### config.mk
export PLATFORM = sky130hd
export DESIGN_NAME = lpwc_top
export DESIGN_NICKNAME = d
export VERILOG_FILES = /design/src/rtl/lpwc_pkg.sv /design/src/rtl/lpwc_top.sv
export VERILOG_INCLUDE_DIRS = /design/src /design/src/rtl
export SDC_FILE = /design/constraint.sdc
export NUM_CORES = 1
export LEC_CHECK = 0
export BUFFER_PORTS_ARGS = -buffer_cell sky130_fd_sc_hd__buf_2
export CAP_MARGIN = 5
export CORE_MARGIN = 3
export CORE_UTILIZATION = 50
export CTS_CLUSTER_DIAMETER = 60
export DETAILED_ROUTE_END_ITERATION = 8
export PLACE_DENSITY = 0.79
export SYNTH_ARGS = -nofsm -noshare
export SYNTH_HDL_FRONTEND = slang
export SYNTH_SLANG_ARGS = --single-unit
### constraint.sdc
create_clock -name pclk -period 2.5 [get_ports pclk]
set_clock_uncertainty 0.2 [all_clocks]
set_input_delay 0.125 -clock pclk [delete_from_list [all_inputs] [get_ports pclk]]
set_output_delay 0.125 -clock pclk [all_outputs]
set_load 0.1 [all_outputs]
### src/rtl/lpwc_cfg.svh
`ifndef LPWC_CFG_SVH
`define LPWC_CFG_SVH
// Register indices; byte address is four times the index
`define LPWC_IDX_CLOCK_MODE_CONTROL 10'h0fd
`define LPWC_IDX_WAKECFG 10'h000
`define LPWC_IDX_WAKEEXT 10'h001
`define LPWC_IDX_PMODE 10'h002
`define LPWC_IDX_STATUS 10'h003
// Field positions
`define LPWC_B_LOW_POWER_GATING_ENABLE 2
`define LPWC_B_SLEEP 7
`define LPWC_B_SUSPEND 6
`define LPWC_B_CLEAR 5
`define LPWC_B_PINWK 4
`define LPWC_B_BATWK 2
`define LPWC_B_PCWK 0
`define LPWC_B_WAKE_REQUEST_OUT_ENABLE 6
`define LPWC_B_SUPPLY_MONITOR_DISABLE 5
// Reset values
`define LPWC_RST_CLOCK_MODE_CONTROL 8'h00
`define LPWC_RST_PMODE 8'h00
// Timing
`define LPWC_CLK_NS 25
`define LPWC_PIN_HOLD_NS 15000
`define LPWC_SETTLE_CYC 2
`define LPWC_WAKEREQ_CYC 8
`endif

### src/rtl/lpwc_pkg.sv
package lpwc_pkg;
  // Wake sources: 0 cmp, 1 port match, 2 rtc alarm, 3 rtc fail,
  // 4 pulse counter, 5 battery monitor
  typedef struct packed {
    logic bat_mon;
    logic pulse_cnt;
    logic rtc_fail;
    logic rtc_alarm;
    logic port_match;
    logic cmp_rise;
  } lpwc_ev_type;
  typedef struct packed {
    logic sys_clk_en;
    logic osc_en;
    logic core_reg_en;
    logic ram_on_bat;
    logic gpio_hold;
    logic cpu_clk_en;
    logic lp_active;
    logic mon_en;
  } lpwc_ctl_type;
  typedef enum logic [3:0] {
    LPWC_RUN = 4'h1,
    LPWC_SUSP = 4'h2,
    LPWC_SLEEP = 4'h4,
    LPWC_WAKE = 4'h8
  } lpwc_state_type;
endpackage

### src/rtl/lpwc_top.sv
// How it works
// - Low-power active or idle only while the gating enable bit is set.
// - Clock mode bits 7:3 and 1:0 read zero; software writes zeros.
// - Suspend gates the system clock and stops every oscillator.
// - While suspended everything stays halted until an enabled wake fires or the reset pin falls.
// - Six selectable wake sources for suspend and sleep.
// - After suspend wake, flags read zero for two clocks.
// - A reset-pin falling edge that stays low for two clocks leaves suspend or sleep.
// - Sleep turns the core regulator off and moves RAM to battery.
// - Digital output pins hold their level during sleep.
// - Digital input pins still wake through port match in sleep.
// - Leaving sleep drives the wake-request output low.
// - RAM, registers and state are kept through sleep.
// - Monitor disable bit; any reset then gives a full power-on reset.
// - Writing one to a source enable arms it.
// - Reset pin always wakes; device stays awake over 15 us.
// - Flags always set on events, enabled or not.
// - No entry while an enabled flag is set.
// - Clear bit clears all wake flags at once.
// - Suspend select bit places the device in suspend.
// - Gating enable plus idle gates the processor clock.
// - Wake request reaches its pin only when its enable is set.
`timescale 1ns/1ps
`default_nettype none
`include "lpwc_cfg.svh"
module lpwc_top #(
  parameter int HOLD_CYC = (`LPWC_PIN_HOLD_NS + `LPWC_CLK_NS - 1) /
    `LPWC_CLK_NS + 1
) (
  // Clock and reset
  input wire logic pclk,
  input wire logic presetn,
  // APB slave
  input wire logic psel,
  input wire logic penable,
  input wire logic pwrite,
  input wire logic [11:0] paddr,
  input wire logic [31:0] pwdata,
  output logic [31:0] prdata,
  output logic pready,
  output logic pslverr,
  // Wake events and system status
  input wire lpwc_pkg::lpwc_ev_type wake_ev,
  input wire logic rst_pin_n,
  input wire logic cpu_idle_req,
  input wire logic any_reset_ev,
  // Power control
  output lpwc_pkg::lpwc_ctl_type pwr_ctl,
  output logic full_por_req,
  // Wake request pin
  output logic wake_req_o,
  output logic wake_req_oe
);
  // ==========================================================
  // Declarations
  localparam int HOLD_W = $clog2(HOLD_CYC + 1);
  lpwc_pkg::lpwc_state_type state_r;
  logic low_power_gating_enable_r, wake_oe_r, supply_monitor_disable_r, refused_r, pin_flag_r;
  logic [5:0] en_r, flag_r;
  logic [1:0] settle_r;
  logic [3:0] wreq_cnt_r;
  logic [HOLD_W-1:0] hold_r;
  logic [2:0] pin_sync_r;
  logic pin_stable_r, pin_fall;
  logic wr, rd_setup, mapped, low_req, entry_ok, wake_hit;
  logic [9:0] idx;
  logic [7:0] wdat;

  // Flags as seen by software: zero while settling
  function automatic logic [7:0] rd_mux(input logic [9:0] i);
    logic [5:0] f;
    f = (state_r == lpwc_pkg::LPWC_WAKE) ? 6'h00 : flag_r;
    if (i == `LPWC_IDX_CLOCK_MODE_CONTROL) begin
      rd_mux = 8'(low_power_gating_enable_r) << `LPWC_B_LOW_POWER_GATING_ENABLE;
    end else if (i == `LPWC_IDX_WAKECFG) begin
      rd_mux = {3'h0, pin_flag_r && state_r != lpwc_pkg::LPWC_WAKE, f[3:0]};
    end else if (i == `LPWC_IDX_WAKEEXT) begin
      rd_mux = {5'h00, f[5], 1'b0, f[4]};
    end else if (i == `LPWC_IDX_PMODE) begin
      rd_mux = {1'b0, wake_oe_r, supply_monitor_disable_r, 5'h00};
    end else if (i == `LPWC_IDX_STATUS) begin
      rd_mux = {3'h0, refused_r, state_r};
    end else begin
      rd_mux = 8'h00;
    end
  endfunction

  function automatic logic is_mapped(input logic [9:0] i);
    is_mapped = (i == `LPWC_IDX_CLOCK_MODE_CONTROL) || (i == `LPWC_IDX_WAKECFG) ||
      (i == `LPWC_IDX_WAKEEXT) || (i == `LPWC_IDX_PMODE) ||
      (i == `LPWC_IDX_STATUS);
  endfunction

  // ==========================================================
  // APB slave: no wait cycle; read data is registered from a flop in the setup cycle
  assign idx = paddr[11:2];
  assign wdat = pwdata[7:0];
  assign mapped = is_mapped(idx);
  assign rd_setup = psel && !penable;
  assign wr = psel && penable && pready && pwrite && mapped;

  always_ff @(posedge pclk or negedge presetn) begin
    if (!presetn) begin
      pready <= 1'b0;
      pslverr <= 1'b0;
      prdata <= 32'h0000_0000;
    end else begin
      pready <= rd_setup;
      pslverr <= rd_setup && !mapped;
      prdata <= rd_setup ? {24'h00_0000, rd_mux(idx)} : 32'h0000_0000;
    end
  end

  // ==========================================================
  // Reset pin: three flops, change counts when two and three agree
  always_ff @(posedge pclk or negedge presetn) begin
    if (!presetn) begin
      pin_sync_r <= 3'h7;
      pin_stable_r <= 1'b1;
    end else begin
      pin_sync_r <= {pin_sync_r[1:0], rst_pin_n};
      if (pin_sync_r[1] == pin_sync_r[2])
        pin_stable_r <= pin_sync_r[2];
    end
  end
  // Short glitches count only once flops two and three of the synchroniser agree low
  assign pin_fall = pin_stable_r && !pin_sync_r[2] && !pin_sync_r[1];

  // ==========================================================
  // Control registers
  always_ff @(posedge pclk or negedge presetn) begin
    if (!presetn) begin
      low_power_gating_enable_r <= 1'(`LPWC_RST_CLOCK_MODE_CONTROL >> `LPWC_B_LOW_POWER_GATING_ENABLE);
      wake_oe_r <= 1'b0;
      supply_monitor_disable_r <= 1'b0;
    end else begin
      if (wr && idx == `LPWC_IDX_CLOCK_MODE_CONTROL)
        low_power_gating_enable_r <= wdat[`LPWC_B_LOW_POWER_GATING_ENABLE];
      if (wr && idx == `LPWC_IDX_PMODE) begin
        wake_oe_r <= wdat[`LPWC_B_WAKE_REQUEST_OUT_ENABLE];
        if (wdat[`LPWC_B_SUPPLY_MONITOR_DISABLE])
          supply_monitor_disable_r <= 1'b1;
      end else if (any_reset_ev && supply_monitor_disable_r) begin
        supply_monitor_disable_r <= 1'b0;
      end
    end
  end

  // Full power-on reset request while the monitor is off
  always_ff @(posedge pclk or negedge presetn) begin
    if (!presetn)
      full_por_req <= 1'b0;
    else
      full_por_req <= any_reset_ev && supply_monitor_disable_r;
  end

  // ==========================================================
  // Wake flags: set on any event, set wins over the clear bit
  assign low_req = wr && idx == `LPWC_IDX_WAKECFG &&
    (wdat[`LPWC_B_SLEEP] || wdat[`LPWC_B_SUSPEND]);
  always_ff @(posedge pclk or negedge presetn) begin
    if (!presetn) begin
      flag_r <= 6'h00;
      pin_flag_r <= 1'b0;
    end else begin
      if (wr && idx == `LPWC_IDX_WAKECFG && wdat[`LPWC_B_CLEAR])
        flag_r <= wake_ev;
      else
        flag_r <= flag_r | wake_ev;
      if (pin_fall)
        pin_flag_r <= 1'b1;
      else if (wr && idx == `LPWC_IDX_WAKECFG && wdat[`LPWC_B_CLEAR])
        pin_flag_r <= 1'b0;
    end
  end

  // Enables 3:0 come from the write that requests the mode; 5:4 from the extension register write
  always_ff @(posedge pclk or negedge presetn) begin
    if (!presetn) begin
      en_r <= 6'h00;
    end else if (wr && idx == `LPWC_IDX_WAKECFG) begin
      en_r[3:0] <= wdat[3:0];
    end else if (wr && idx == `LPWC_IDX_WAKEEXT) begin
      en_r[5] <= wdat[`LPWC_B_BATWK];
      en_r[4] <= wdat[`LPWC_B_PCWK];
    end else if (state_r == lpwc_pkg::LPWC_WAKE) begin
      en_r <= 6'h00; // Sources must be armed again each entry
    end
  end

  // Entry check uses enables 3:0 of this same write and the stored enables 5:4
  logic [5:0] new_en;
  assign new_en = {en_r[5:4], wdat[3:0]};
  assign entry_ok = ((flag_r & new_en) == 6'h00) && !pin_flag_r &&
    hold_r == '0;
  assign wake_hit = ((flag_r | wake_ev) & en_r) != 6'h00 || pin_fall;

  // ==========================================================
  // Mode state machine on the always-on clock
  always_ff @(posedge pclk or negedge presetn) begin
    if (!presetn) begin
      state_r <= lpwc_pkg::LPWC_RUN;
      settle_r <= 2'h0;
      refused_r <= 1'b0;
    end else begin
      case (state_r)
        lpwc_pkg::LPWC_RUN: begin
          if (low_req && !entry_ok) begin
            refused_r <= 1'b1;
          end else if (low_req && wdat[`LPWC_B_SLEEP]) begin
            state_r <= lpwc_pkg::LPWC_SLEEP;
            refused_r <= 1'b0;
          end else if (low_req) begin
            state_r <= lpwc_pkg::LPWC_SUSP;
            refused_r <= 1'b0;
          end
        end
        lpwc_pkg::LPWC_SUSP, lpwc_pkg::LPWC_SLEEP: begin
          if (wake_hit) begin
            state_r <= lpwc_pkg::LPWC_WAKE;
            settle_r <= 2'(`LPWC_SETTLE_CYC - 1);
          end
        end
        lpwc_pkg::LPWC_WAKE: begin
          if (settle_r == 2'h0)
            state_r <= lpwc_pkg::LPWC_RUN;
          else
            settle_r <= settle_r - 2'h1;
        end
        default: state_r <= lpwc_pkg::LPWC_RUN;
      endcase
    end
  end

  // Stay awake after a pin wake so the pin reset can act
  always_ff @(posedge pclk or negedge presetn) begin
    if (!presetn)
      hold_r <= '0;
    else if (pin_fall)
      hold_r <= HOLD_W'(HOLD_CYC);
    else if (hold_r != '0)
      hold_r <= hold_r - HOLD_W'(1);
  end

  // ==========================================================
  // Wake request pin: low for a burst after leaving sleep
  always_ff @(posedge pclk or negedge presetn) begin
    if (!presetn) begin
      wreq_cnt_r <= 4'h0;
      wake_req_o <= 1'b1;
      wake_req_oe <= 1'b0;
    end else begin
      if (state_r == lpwc_pkg::LPWC_SLEEP && wake_hit)
        wreq_cnt_r <= 4'(`LPWC_WAKEREQ_CYC);
      else if (wreq_cnt_r != 4'h0)
        wreq_cnt_r <= wreq_cnt_r - 4'h1;
      wake_req_o <= !(state_r == lpwc_pkg::LPWC_SLEEP && wake_hit) &&
        wreq_cnt_r <= 4'h1;
      wake_req_oe <= wake_oe_r;
    end
  end

  // ==========================================================
  // Power controls, all registered
  always_ff @(posedge pclk or negedge presetn) begin
    if (!presetn) begin
      pwr_ctl <= '{sys_clk_en: 1'b1, osc_en: 1'b1, core_reg_en: 1'b1,
        ram_on_bat: 1'b0, gpio_hold: 1'b0, cpu_clk_en: 1'b1,
        lp_active: 1'b0, mon_en: 1'b1};
    end else begin
      pwr_ctl.sys_clk_en <= state_r == lpwc_pkg::LPWC_RUN ||
        state_r == lpwc_pkg::LPWC_WAKE;
      pwr_ctl.osc_en <= state_r != lpwc_pkg::LPWC_SUSP &&
        state_r != lpwc_pkg::LPWC_SLEEP;
      pwr_ctl.core_reg_en <= state_r != lpwc_pkg::LPWC_SLEEP;
      pwr_ctl.ram_on_bat <= state_r == lpwc_pkg::LPWC_SLEEP;
      pwr_ctl.gpio_hold <= state_r == lpwc_pkg::LPWC_SLEEP;
      pwr_ctl.cpu_clk_en <= !(low_power_gating_enable_r && cpu_idle_req) &&
        state_r != lpwc_pkg::LPWC_SUSP &&
        state_r != lpwc_pkg::LPWC_SLEEP;
      pwr_ctl.lp_active <= low_power_gating_enable_r &&
        state_r == lpwc_pkg::LPWC_RUN;
      pwr_ctl.mon_en <= !supply_monitor_disable_r;
    end
  end
endmodule // lpwc_top
`default_nettype wire

# Yosys cells after proc, flatten, opt, wreduce, memory -nomap -nowiden
# Index checks and enable logic that the tools add are counted.
totals:
  output_inout_bits: 45
  word_cells: 152
  in_bits: 58
  ff_bits: 61
op_classes:
  magnitude_cmp: 1
  n_reduce_logical: 65
  bitwise: 4
  addsub: 3
  muxes: 33
  n_eq_ne: 19
ops:
  columns: ["operator", "count"]
  rows:
  - ["4-bit 2-to-1 mux", 9]
  - ["8-bit 2-to-1 mux", 4]
  - ["1-bit logical AND", 27]
  - ["10-bit by 2-bit == test with 1-bit output, second input constant", 2]
  - ["10-bit zero test", 2]
  - ["10-bit 2-to-1 mux", 2]
  - ["6-bit 2-to-1 mux", 3]
  - ["2-bit nonzero test", 7]
  - ["6-bit bitwise AND", 2]
  - ["2-bit != test, second input constant", 6]
  - ["4-bit one-hot mux with 3 select lines", 1]
  - ["10-bit by 1-bit == test with 1-bit output, second input constant", 1]
  - ["10-bit by 8-bit == test with 1-bit output, second input constant", 1]
  - ["10-bit nonzero test", 1]
  - ["10-bit by 1-bit subtractor with 10-bit output, second input constant", 1]
  - ["1-bit zero test", 9]
  - ["1-bit 2-to-1 mux", 8]
  - ["2-bit AND reduction", 4]
  - ["1-bit logical OR", 7]
  - ["7-bit 2-to-1 mux", 1]
  - ["6-bit zero test", 1]
  - ["2-bit 2-to-1 mux", 3]
  - ["6-bit OR", 1]
  - ["6-bit nonzero test", 1]
  - ["other kinds (21)", 21]

# Longest topological paths before layout
# Gate-level depths: netlist of the first run.
logic_depth:
  ltp_word: 12
  ltp_mapped: 7
  ltp_nobuf: 6

# Worst setup path after synthesis of the first run
# Ideal clock, no wire load.
synth_timing:
  path_kind: "flip-flop to flip-flop"
  start: "register pready"
  end: "register en_r[0]"
  stages_incl_launch_ff: 5
  required_time_ns: 2.179
  path_buffers: 0
  path_slack_ns: 0.220
  period_less_slack_ns: 2.280
  t_arrival_ns: 1.959
  setup_time_ns: 0.121
  cell_sequence: "dfrtp_1 > and4_1 > nand4b_1 > mux2_2 > a22o_1"
synth_via:
  elab_chain_cells: 6
  elab_cells_between_ends: 9
  classes_between: "eq/ne (1); mux (1); reduce/logical (7)"
synth_rtl:
  columns: ["element", "line_no", "rtl"]
  rows:
  - ["start: declaration", "lpwc_top.sv:40", "output logic pready,"]
  - ["start signal: assignment", "lpwc_top.sv:108", "pready <= rd_setup;"]
  - ["1-bit logical AND (*) (3 in series)", "lpwc_top.sv:100", "assign wr = psel && penable && pready && pwrite && mapped;"]
  - ["1-bit logical AND (no line)", null, null]
  - ["2-bit != test (no line) / 2-bit nonzero test (equally long branches)", null, null]
  - ["2-bit AND reduction (no line)", null, null]
  - ["end signal: assignment", "lpwc_top.sv:182", "en_r[3:0] <= wdat[3:0];"]
  - ["end: declaration", "lpwc_top.sv:59", "logic [5:0] en_r, flag_r;"]
# Mark *: on every way between the ends. The rest lies on a longest branch, timed or not.
# A chain may end at the register's enable or synchronous reset.

# Worst setup path after layout of the first run
layout_timing:
  start: "register hold_r[0]"
  end: "register state_r[2]"
layout_via:
  elab_chain_cells: 6
layout_rtl:
  columns: ["element", "line_no", "rtl"]
  rows:
  - ["start: declaration", "lpwc_top.sv:62", "logic [HOLD_W-1:0] hold_r;"]
  - ["start signal: assignment", "lpwc_top.sv:240", "hold_r <= HOLD_W'(HOLD_CYC);"]
  - ["start signal: assignment", "lpwc_top.sv:242", "hold_r <= hold_r - HOLD_W'(1);"]
  - ["10-bit zero test", "lpwc_top.sv:195", "hold_r == '0;"]
  - ["1-bit logical AND", "lpwc_top.sv:194", "assign entry_ok = ((flag_r & new_en) == 6'h00) && !pin_flag_r &&"]
  - ["1-bit zero test", "lpwc_top.sv:208", "if (low_req && !entry_ok) begin"]
  - ["1-bit logical AND", "lpwc_top.sv:208", null]
  - ["2-bit != test (no line)", null, null]
  - ["4-bit AND reduction (no line)", null, null]
  - ["end signal: assignment", "lpwc_top.sv:211", "state_r <= lpwc_pkg::LPWC_SLEEP;"]
  - ["end signal: assignment", "lpwc_top.sv:214", "state_r <= lpwc_pkg::LPWC_SUSP;"]
  - ["end signal: assignment", "lpwc_top.sv:220", "state_r <= lpwc_pkg::LPWC_WAKE;"]
  - ["end: declaration", "lpwc_top.sv:57", "lpwc_pkg::lpwc_state_type state_r;"]
# No other way between the ends.

==> flow_metrics.tcl, run 1 <==
set metrics [dict create \
    antenna_found_initial 0 \
    dpl.hpwl_um 4600 \
    power.share.switching_pct 30.1 \
    area_delta_synth_final_pct 24.1 \
    grt.total_usage_pct 19.7 \
    viasPerCell 5.41 \
    first_iter_violations 171 \
    via_count 2360 \
    hp-class "primary input to flip-flop" \
    yosysSeqAreaShare_pct 51.3 \
    dieArea_um2 6860 \
    cts_setup_buffers 0 \
    clock_latency_ns 0.34 \
    rsz0062_at_grt "false" \
    yosysUniqueCellTypes 55 \
    ant_nets 0 \
    power_frac_clock_pct 38.2 \
    clk_pin_slew_ns 0.07 \
    grt_pass1_vias 2373 \
    crit_required_ns 2.58 \
    wirelength_um 6570 \
    combPwrFrac_pct 17.3 \
    drc 0 \
    criticalPathCategory "flip-flop to flip-flop" \
    synthArstFlopShare_pct 100 \
    wl_per_cell_um 15.1 \
    maxCapViolCount 0 \
    synth.avg_cell_area_um2 10.7 \
    startpoint_type "flip-flop" \
    cts.sinks 60 \
    leakage_nw 1.74 \
    die_width_um 82.9 \
    synth_cells 275 \
    final.min_clock_period_ns 2.31 \
    numPortBuffers 50 \
    synth_area_um2 2950 \
    power_density_nw_per_um2 681 \
    slew-limit-headroom_pct 61.0 \
    synth_area_leaders "dfrtp_1 (42%), dfstp_2 (9.8%), buf_4 (6.6%)" \
    cts_root_buffer "clkbuf_8" \
    cpPeakStageDelay_ns 0.50 \
    routabilityCongestion 0.833 \
    initial_core_util_pct 52.7 \
    grt-ovfl-total 0 \
    grt_pass1_wl_um 10900 \
    status "finished clean" \
    fin_nets 422 \
    drt-pass1-iter-count 4 \
    coreArea_um2 5610 \
    die_h_um 82.9 \
    ys_ff_latch 60 \
    vdd_drop_max_v 0.000436 \
    finalCritPeriodShare_pct 92.4 \
    yosys_warnings 0 \
    stdcell_count 436 \
    grt_max_degree 30 \
    pin_count 103 \
    critical_path.cell_chain "inv_1, ha_1, or4b_1, or3_1, nor2_8, a41o_1" \
    crit_slowest_cell "or3_1" \
    yosysTopAreaCell "dfrtp_1" \
    post_cts_resized 0 \
    finalSetupViolations 0 \
    netlist.area_leader.share_pct 41.5 \
    synth_edf_count 0 \
    drive_gt1_share_pct 26.6 \
    postCtsHoldBufs 24 \
    final-hold-violation-count 0 \
    r2r_slack_ns 0.19 \
    final_max_slew_viol_count 0 \
    cts_inserted_buffers 9 \
    netSwitchingPower_mw 0.750 \
    p_int_mw 1.74 \
    clk_path_buf_depth 2 \
    diodes 0 \
    crit_path_end_kind "flip-flop" \
    rows 27 \
    cts_tree "yes" \
    htree_levels 3 \
    max_freq_mhz 433 \
    crit_fanout 6 \
    p_seq_share_pct 44.4 \
    worstMarginPinSlew_ns 0.584 \
    ys_dominant_reg_cell "dfrtp_1" \
    dp_cells 396 \
    cp_data_arrival_time_ns 2.38 \
    tns_ns 0 \
]
==> registers in the layout (all words and copies together), names as in the netlist, 2 cells and up <==
| name | cells |
|---|---|
| hold_r | 10 |
| pwr_ctl | 7 |
| en_r | 6 |
| state_r | 4 |
| flag_r | 6 |
| pin_sync_r | 3 |
| wreq_cnt_r | 4 |
| prdata | 7 |
| settle_r | 2 |
==> synthesized netlist by cell type (2+ instances only) <==
cell,count
nand2_1,14
and3_1,5
dfstp_2,11
and2_1,4
buf_4,26
nand4b_1,3
ha_1,5
nor4_2,3
a32o_1,2
a22o_1,4
nor4_1,3
nor4b_1,2
or3_1,3
o21ai_0,11
clkbuf_1,4
a31o_2,2
inv_1,13
a21oi_1,10
nand4_1,6
o311ai_0,3
or4b_2,3
xnor2_1,3
mux2_2,3
nand3_1,8
nor3_1,9
xor2_1,3
o211a_1,2
mux2i_1,4
nor2b_1,3
nor2_1,17
a22oi_1,2
a21boi_0,2
a21o_1,7
nand2b_1,4
dfrtp_1,49
nand3b_1,2
nor3b_1,2
==> layout make-up <==
cell class,count,area (µm²)
clock buffer,11,141
clock inverter,5,75.1
fill,463,1940
inverter,13,48.8
multi-input combinational,195,1260
sequential,60,1520
tap,72,90.1
timing repair buffer,80,536
==> critical path: cells and delay by family, from the launching register on <==
kind | cells | cell delay [ns]
fa+ha+maj | 1 | 0.16
flops | 1 | 0.44
buf+inv | 1 | 0.08
simple gates | 3 | 1.18
compound gates | 1 | 0.18
==> per-stage QoR <==
step           utilization, %  area (µm²)  power (mW)  worst slack, ns  hold WS, ns
2_1_floorplan               -        3040        1.45            0.220       -0.371
3_3_place_gp             57.2        3210        1.51            0.243       -0.194
3_5_place_dp             57.2        3210        1.53            0.205       -0.190
4_1_cts                  65.3        3660        2.50            0.194       0.0241
5_1_grt                  65.3        3660        2.60            0.119       0.0652
6_report                 65.3        3660        2.49            0.191       0.0319
==> layer usage <==
metal  up-vias  GRT usage, %  part of all wire [%]
met5         -             0                     0
met4         0          11.0                   3.0
met2        90          32.4                    49
met3        18          3.87                   5.6
met1      1146          24.1                    42
li1       1106             -                     -
==> power by group through the flow <==
stage | sequential [mW] | clock (mW) | combinational, mW
final | 1.11 | 0.954 | 0.432
after global routing | 1.12 | 1.01 | 0.471
after CTS | 1.11 | 0.963 | 0.432
after detailed placement | 1.12 | 0 | 0.403
after global placement | 1.12 | 0 | 0.394
after floorplan | 1.12 | 0 | 0.331
==> layout by cell type, fill, tap and decap left out, types with 4 or more instances in the layout <==
cell type | Yosys | final
and3_1 | 5 | 5
and2_1 | 4 | 4
buf_4 | 26 | 6
nand2_1 | 14 | 14
nor3_1 | 9 | 9
nand3_1 | 8 | 8
clkbuf_8 | 0 | 10
nand2b_1 | 4 | 4
dfrtp_1 | 49 | 49
dfstp_2 | 11 | 11
a21oi_1 | 10 | 10
dlygate4sd3_1 | 0 | 24
mux2i_1 | 4 | 4
a22o_1 | 4 | 4
conb_1 | 1 | 25
buf_2 | 0 | 50
ha_1 | 5 | 5
a21o_1 | 7 | 7
o21ai_0 | 11 | 11
inv_1 | 13 | 13
nor2_1 | 17 | 17
nand4_1 | 6 | 6
==> cells by family after synthesis <==
group / Yosys count / share of synthesized area (%)
AO/OA/AOI/OAI: 52 / 12.2
XOR/XNOR: 6 / 1.78
adder cells (fa/ha/maj): 6 / 2.46
buffers and inverters: 44 / 9.15
flip-flops: 60 / 51.3
multiplexers: 7 / 2.50
other: 1 / 0.127
AND/OR/NAND/NOR: 99 / 20.5
==> final timing paths <==
kind	start	end	cells after the start
worst min-delay path	paddr[9]	prdata[2]$_DFF_PN0_	5
worst max-delay path	hold_r[0]$_DFFE_PN0P_	state_r[2]$_DFFE_PN0P_	6
worst max register to register	hold_r[0]$_DFFE_PN0P_	state_r[2]$_DFFE_PN0P_	6
worst min register to register	pin_sync_r[0]$_DFF_PN1_	pin_sync_r[1]$_DFF_PN1_	0
max in group asynchronous	presetn	en_r[2]$_DFFE_PN0P_	3
min in group asynchronous	presetn	pin_sync_r[2]$_DFF_PN1_	2
(Power assumes the default switching activity.)
==> run 2: changes to the inputs <==
--- a/config.mk
+++ b/config.mk
@@ -6,13 +6,15 @@
 export SDC_FILE = /design/constraint.sdc
 export NUM_CORES = 1
 export LEC_CHECK = 0
+export ABC_AREA = 1
 export BUFFER_PORTS_ARGS = -buffer_cell sky130_fd_sc_hd__buf_2
 export CAP_MARGIN = 5
 export CORE_MARGIN = 3
-export CORE_UTILIZATION = 50
+export CORE_UTILIZATION = 28
 export CTS_CLUSTER_DIAMETER = 60
 export DETAILED_ROUTE_END_ITERATION = 8
-export PLACE_DENSITY = 0.79
+export PLACE_DENSITY = 0.49
+export SETUP_SLACK_MARGIN = 0.2
 export SYNTH_ARGS = -nofsm -noshare
 export SYNTH_HDL_FRONTEND = slang
 export SYNTH_SLANG_ARGS = --single-unit
==> flow_metrics.tcl, run 2 <==
set metrics [dict create \
    status "finished clean" \
    final_cell_mix "nand2_1 (59), buf_2 (50), inv_1 (49), dfrtp_1 (49), nor2_1 (31)" \
    design_area_um2 3860 \
    via_count 2450 \
    synth_area_leaders "dfrtp_1 (40%), dfstp_2 (9.4%), nand2_1 (7.2%)" \
    reg2reg_depth 6 \
    largest_reg_flops 10 \
    die_h_um 111 \
    holdPathEnd "low_power_gating_enable_r$_DFFE_PN0P_" \
    crit_start "paddr[11]" \
    yosysTopAreaCell "dfrtp_1" \
    crit_fanout 9 \
    fin_nets 502 \
    drive_gt1_share_pct 23.9 \
    netlist_top_cells_count "nand2_1 (59), dfrtp_1 (49), inv_1 (49), nor2_1 (31), buf_4 (26)" \
    yosys_warnings 0 \
    synth_compound_area_share_pct 9.16 \
    grt_pass1_vias 2449 \
    final_max_slew_viol_count 0 \
    area_delta_synth_final_pct 26.2 \
    cp_data_arrival_time_ns 2.21 \
    drc 0 \
    first_iter_violations 147 \
    synth.avg_cell_area_um2 8.72 \
    nFillCells 1071 \
    min-delay-start "paddr[4]" \
    pin_count 103 \
    synth_area_um2 3060 \
    coreArea_um2 10500 \
    initial_core_util_pct 29.3 \
    reg_top3 "hold_r x10, prdata x7, pwr_ctl x7" \
    startpoint_type "primary input" \
    synth_top_family_by_area "simple AND/OR/NAND/NOR gates" \
    r2r_slack_ns 0.46 \
    r2r_end "flag_r[1]$_DFF_PN0_" \
    synthArstFlopShare_pct 100 \
    maxCapViolCount 0 \
    r2r_start "pready$_DFF_PN0_" \
    htree_levels 3 \
    clk_path_buf_depth 2 \
    dpl.hpwl_um 4940 \
    drt-pass1-iter-count 4 \
    grt_max_degree 51 \
    critical_path.cell_chain "dlygate4sd3_1, buf_2, nor2_2, nand2_2, nor2_8, nand3_1, nor2_2, o21bai_1, dlygate4sd3_1" \
    netlist.area_leader.share_pct 40.1 \
    clk_pin_slew_ns 0.07 \
    viasPerCell 4.22 \
    rows 37 \
    ant_nets 0 \
    crit_path_end_kind "flip-flop" \
    yosysSeqAreaShare_pct 49.5 \
    hp-class "primary input to flip-flop" \
    cpPeakStageDelay_ns 0.56 \
    finalSetupViolations 0 \
    dieArea_um2 12200 \
    path_buf_inv 3 \
    wl_per_cell_um 11.7 \
    numPortBuffers 50 \
    final_common_cell "nand2_1" \
    synth_xor_area_share_pct 1.72 \
    crit_required_ns 2.53 \
    cts.sinks 60 \
    synth.area.mux_share_pct 0.327 \
    clock_latency_ns 0.34 \
    ys_ff_latch 60 \
    synthAdderAreaFrac_pct 2.04 \
    grt-ovfl-total 0 \
    tns_ns 0 \
    placed_area_um2 3400 \
    synth-simple-area-share_pct 24.4 \
    cts_tree "yes" \
    grt.total_usage_pct 11.9 \
    wirelength_um 6770 \
    crit_slowest_cell "dlygate4sd3_1" \
    grt_pass1_wl_um 11800 \
    criticalPathCategory "primary input to flip-flop" \
    ys_dominant_reg_cell "dfrtp_1" \
    final-hold-violation-count 0 \
    yosysUniqueCellTypes 31 \
    post_cts_resized 0 \
    whs_path_depth 6 \
    path_delay_family "buffers and inverters" \
    synth_cells 351 \
    power_density_nw_per_um2 860 \
    diodes 0 \
    routabilityCongestion 0.831 \
    rsz0062_at_grt "false" \
    cts_root_buffer "clkbuf_8" \
    vdd_drop_max_v 0.000567 \
    synth_edf_count 0 \
    cp.depth 9 \
    final.min_clock_period_ns 2.18 \
    die_width_um 111 \
    max_freq_mhz 459 \
    finalCritPeriodShare_pct 87.2 \
    antenna_found_initial 0 \
    synth.most_common_cell "nand2_1" \
    regMostFlops "hold_r" \
    leakage_nw 2.04 \
    cts_inserted_buffers 9 \
]
run 2: cells by family after synthesis:
kind of cell,count (synthesis)
XOR/XNOR,6
adder cells (fa/ha/maj),5
flip-flops,60
AND/OR/NAND/NOR,149
multiplexers,1
other,1
AO/OA/AOI/OAI,51
buffers and inverters,78
run 2: worst max-delay path by stage:
stage / end / slack, ns
detailed placement: state_r[2]$_DFFE_PN0P_ / 0.67
global placement: state_r[2]$_DFFE_PN0P_ / 0.66
finish: flag_r[1]$_DFF_PN0_ / 0.32
floorplan: state_r[1]$_DFFE_PN0P_ / 0.40
CTS: flag_r[1]$_DFF_PN0_ / 0.32
global route: flag_r[1]$_DFF_PN0_ / 0.21
run 2: final cells by class:
| class | instances | area, µm² | area share, % |
|---|---|---|---|
| flip-flops and latches | 60 | 1520 | 39.2 |
| multi-input cells | 237 | 1240 | 32.2 |
| repair buffers | 79 | 551 | 14.2 |
| inverters | 52 | 195 | 5.05 |
| well taps | 136 | 170 | 4.40 |
| clock buffers | 14 | 153 | 3.95 |
| clock inverters | 2 | 35.0 | 0.907 |
run 2: timing repair:
action / CTS / global route
endpoints found under the hold margin: 80 / 0
hold buffers: 28 / 0
buffers inserted: 0 / 0
run 2: per-layer routing:
metal | vias to the layer above | GRT usage [%] | wire length [µm]
met5 | - | 0 | 0
met4 | 0 | 5.42 | 138
met3 | 11 | 4.00 | 373
met2 | 73 | 17.7 | 3030
met1 | 1119 | 15.7 | 3230
li1 | 1247 | - | -
run 2: tightest hold or removal path, cell delays in order:
cell and delay [ns]:
buf_2 0.11, nand4_1 0.08, nor3_1 0.05, nand2_1 0.08, o21ai_0 0.07, inv_1 0.05
run 2: through the flow:
step	utilization (%)	setup slack [ns]	std cells	total power, mW	hold slack (ns)
after floorplan	-	0.404	375	2.28	-0.371
after global placement	32.5	0.662	536	2.45	-0.182
after detailed placement	32.5	0.673	536	2.46	-0.177
after CTS	36.9	0.321	580	3.36	0.0407
after global routing	36.9	0.209	580	3.56	0.0745
final	36.9	0.321	580	3.32	0.0458
run 2: power breakdown:
part           switching (mW)  internal [mW]
clock network           0.368          0.488
registers               0.119           1.16
logic                   0.861          0.326
total                    1.35           1.98
==> run 3: changes to the inputs <==
==> constraint.sdc (replaced) <==
create_clock -name pclk -period 2.5 [get_ports pclk]
set_clock_uncertainty 0.2 [all_clocks]
set_input_delay 0.25 -clock pclk [delete_from_list [all_inputs] [get_ports pclk]]
set_output_delay 0.25 -clock pclk [all_outputs]
set_load 0.1 [all_outputs]
==> flow_metrics.tcl, run 3 (synthesis results as in run 2) <==
set metrics [dict create \
    status "finished clean" \
    power_density_nw_per_um2 863 \
    clock_latency_ns 0.34 \
    cts_setup_buffers 0 \
    p_total_mw 3.21 \
    design_area_um2 3730 \
    max_freq_mhz 549 \
    viasPerCell 4.13 \
    post_cts_resized 0 \
    finalCritPeriodShare_pct 72.8 \
    nFillCells 1111 \
    die_h_um 111 \
    crit_slowest_cell "dfrtp_1" \
    final_max_slew_viol_count 0 \
    numPortBuffers 50 \
    tns_ns 0 \
    path_buf_inv 1 \
    antenna_found_initial 0 \
    worstMarginPinSlew_ns 0.618 \
    grt_pass1_vias 2375 \
    dpl.hpwl_um 5090 \
    cts_inserted_buffers 9 \
    leakage_nw 1.98 \
    cp_data_arrival_time_ns 1.83 \
    rsz0062_at_grt "false" \
    crit_path_frequent_cell "o21ai_0" \
    area_delta_synth_final_pct 21.7 \
    ant_nets 0 \
    final_cell_mix "nand2_1 (59), buf_2 (50), inv_1 (49), dfrtp_1 (49), nor2_1 (31)" \
    maxCapViolCount 0 \
    wl_per_cell_um 11.7 \
    slew-limit-headroom_pct 58.8 \
    final_util_pct 35.6 \
    diodes 0 \
    dp_cells 537 \
    r2r_start "hold_r[0]$_DFFE_PN0P_" \
    via_count 2350 \
    drc 0 \
    reg2reg_depth 7 \
    r2r_end "hold_r[0]$_DFFE_PN0P_" \
    crit_fanout 6 \
    grt_max_degree 27 \
    path_delay_family "simple AND/OR/NAND/NOR gates" \
    dieArea_um2 12200 \
    holdPathEnd "en_r[4]$_DFFE_PN0P_" \
    grt-ovfl-total 0 \
    drt-pass1-iter-count 4 \
    postCtsHoldBufs 16 \
    grt_pass1_wl_um 11300 \
    routabilityCongestion 0.780 \
    r2r_slack_ns 0.68 \
    min-delay-start "pwdata[0]" \
    critical_path.cell_chain "inv_1, ha_1, nand2_1, nor2_2, nand4_1, o21ai_0, o21ai_0" \
    final_common_cell "nand2_1" \
    whs_path_depth 3 \
    cts_root_buffer "clkbuf_8" \
    reg_top3 "hold_r x10, prdata x7, pwr_ctl x7" \
    die_width_um 111 \
    clk_pin_slew_ns 0.06 \
    clk_path_buf_depth 2 \
    crit_path_end_kind "flip-flop" \
    rows 37 \
    cts_tree "yes" \
    placed_area_um2 3400 \
    initial_core_util_pct 29.3 \
    largest_reg_flops 10 \
    stdcell_count 569 \
    cpPeakStageDelay_ns 0.38 \
    finalSetupViolations 0 \
    drive_gt1_share_pct 24.7 \
    final.min_clock_period_ns 1.82 \
    hp-class "primary input to flip-flop" \
    first_iter_violations 121 \
    wirelength_um 6640 \
    regMostFlops "hold_r" \
    startpoint_type "flip-flop" \
    pin_count 103 \
    cts.sinks 60 \
    fin_nets 491 \
    criticalPathCategory "flip-flop to flip-flop" \
    htree_levels 3 \
    final-hold-violation-count 0 \
    vdd_drop_max_v 0.000477 \
    coreArea_um2 10500 \
    crit_required_ns 2.51 \
    grt.total_usage_pct 11.5 \
]
run 3: power by group:
group          switching, mW  internal [mW]  leakage, nW
Sequential             0.116           1.16        0.718
Combinational          0.869          0.319         1.18
Clock                  0.361          0.385       0.0844
Total                   1.35           1.87         1.98
run 3: layer usage:
metal | track usage [%] | up-vias | wire length (µm)
li1 | - | 1218 | -
met1 | 14.5 | 1067 | 3150
met2 | 18.0 | 58 | 3020
met3 | 3.45 | 7 | 354
met4 | 5.17 | 0 | 110
met5 | 0 | - | 0
run 3: metrics by stage:
stage / hold slack [ns] / worst slack, ns
finish: 0.0221 / 0.680
floorplan: -0.246 / 0.404
global placement: 0.113 / 0.673
CTS: 0.000450 / 0.648
global route: 0.0364 / 0.484
detailed placement: 0.108 / 0.663
run 3: final cells by class:
cell class	instances	area, µm²	share of cell area [%]
Sequential cell	60	1520	40.7
Multi-Input combinational cell	237	1240	33.4
Timing Repair Buffer	68	438	11.8
Inverter	52	195	5.24
Tap cell	136	170	4.57
Clock buffer	14	153	4.10
Clock inverter	2	10.0	0.269
run 3: worst max path at each step:
stage	startpoint	end	slack, ns	depth (start not counted)
floorplan	pready$_DFF_PN0_	state_r[1]$_DFFE_PN0P_	0.40	9
global placement	hold_r[0]$_DFFE_PN0P_	state_r[2]$_DFFE_PN0P_	0.67	9
detailed placement	hold_r[0]$_DFFE_PN0P_	hold_r[0]$_DFFE_PN0P_	0.66	7
CTS	hold_r[0]$_DFFE_PN0P_	hold_r[0]$_DFFE_PN0P_	0.65	7
global route	hold_r[1]$_DFFE_PN0P_	hold_r[0]$_DFFE_PN0P_	0.48	7
finish	hold_r[0]$_DFFE_PN0P_	hold_r[0]$_DFFE_PN0P_	0.68	7
run 3: worst min-delay path: cells and delay by family:
kind                   cells  cell delay [ns]
AOI/OAI and AO/OA          1             0.07
buffers and inverters      2             0.20
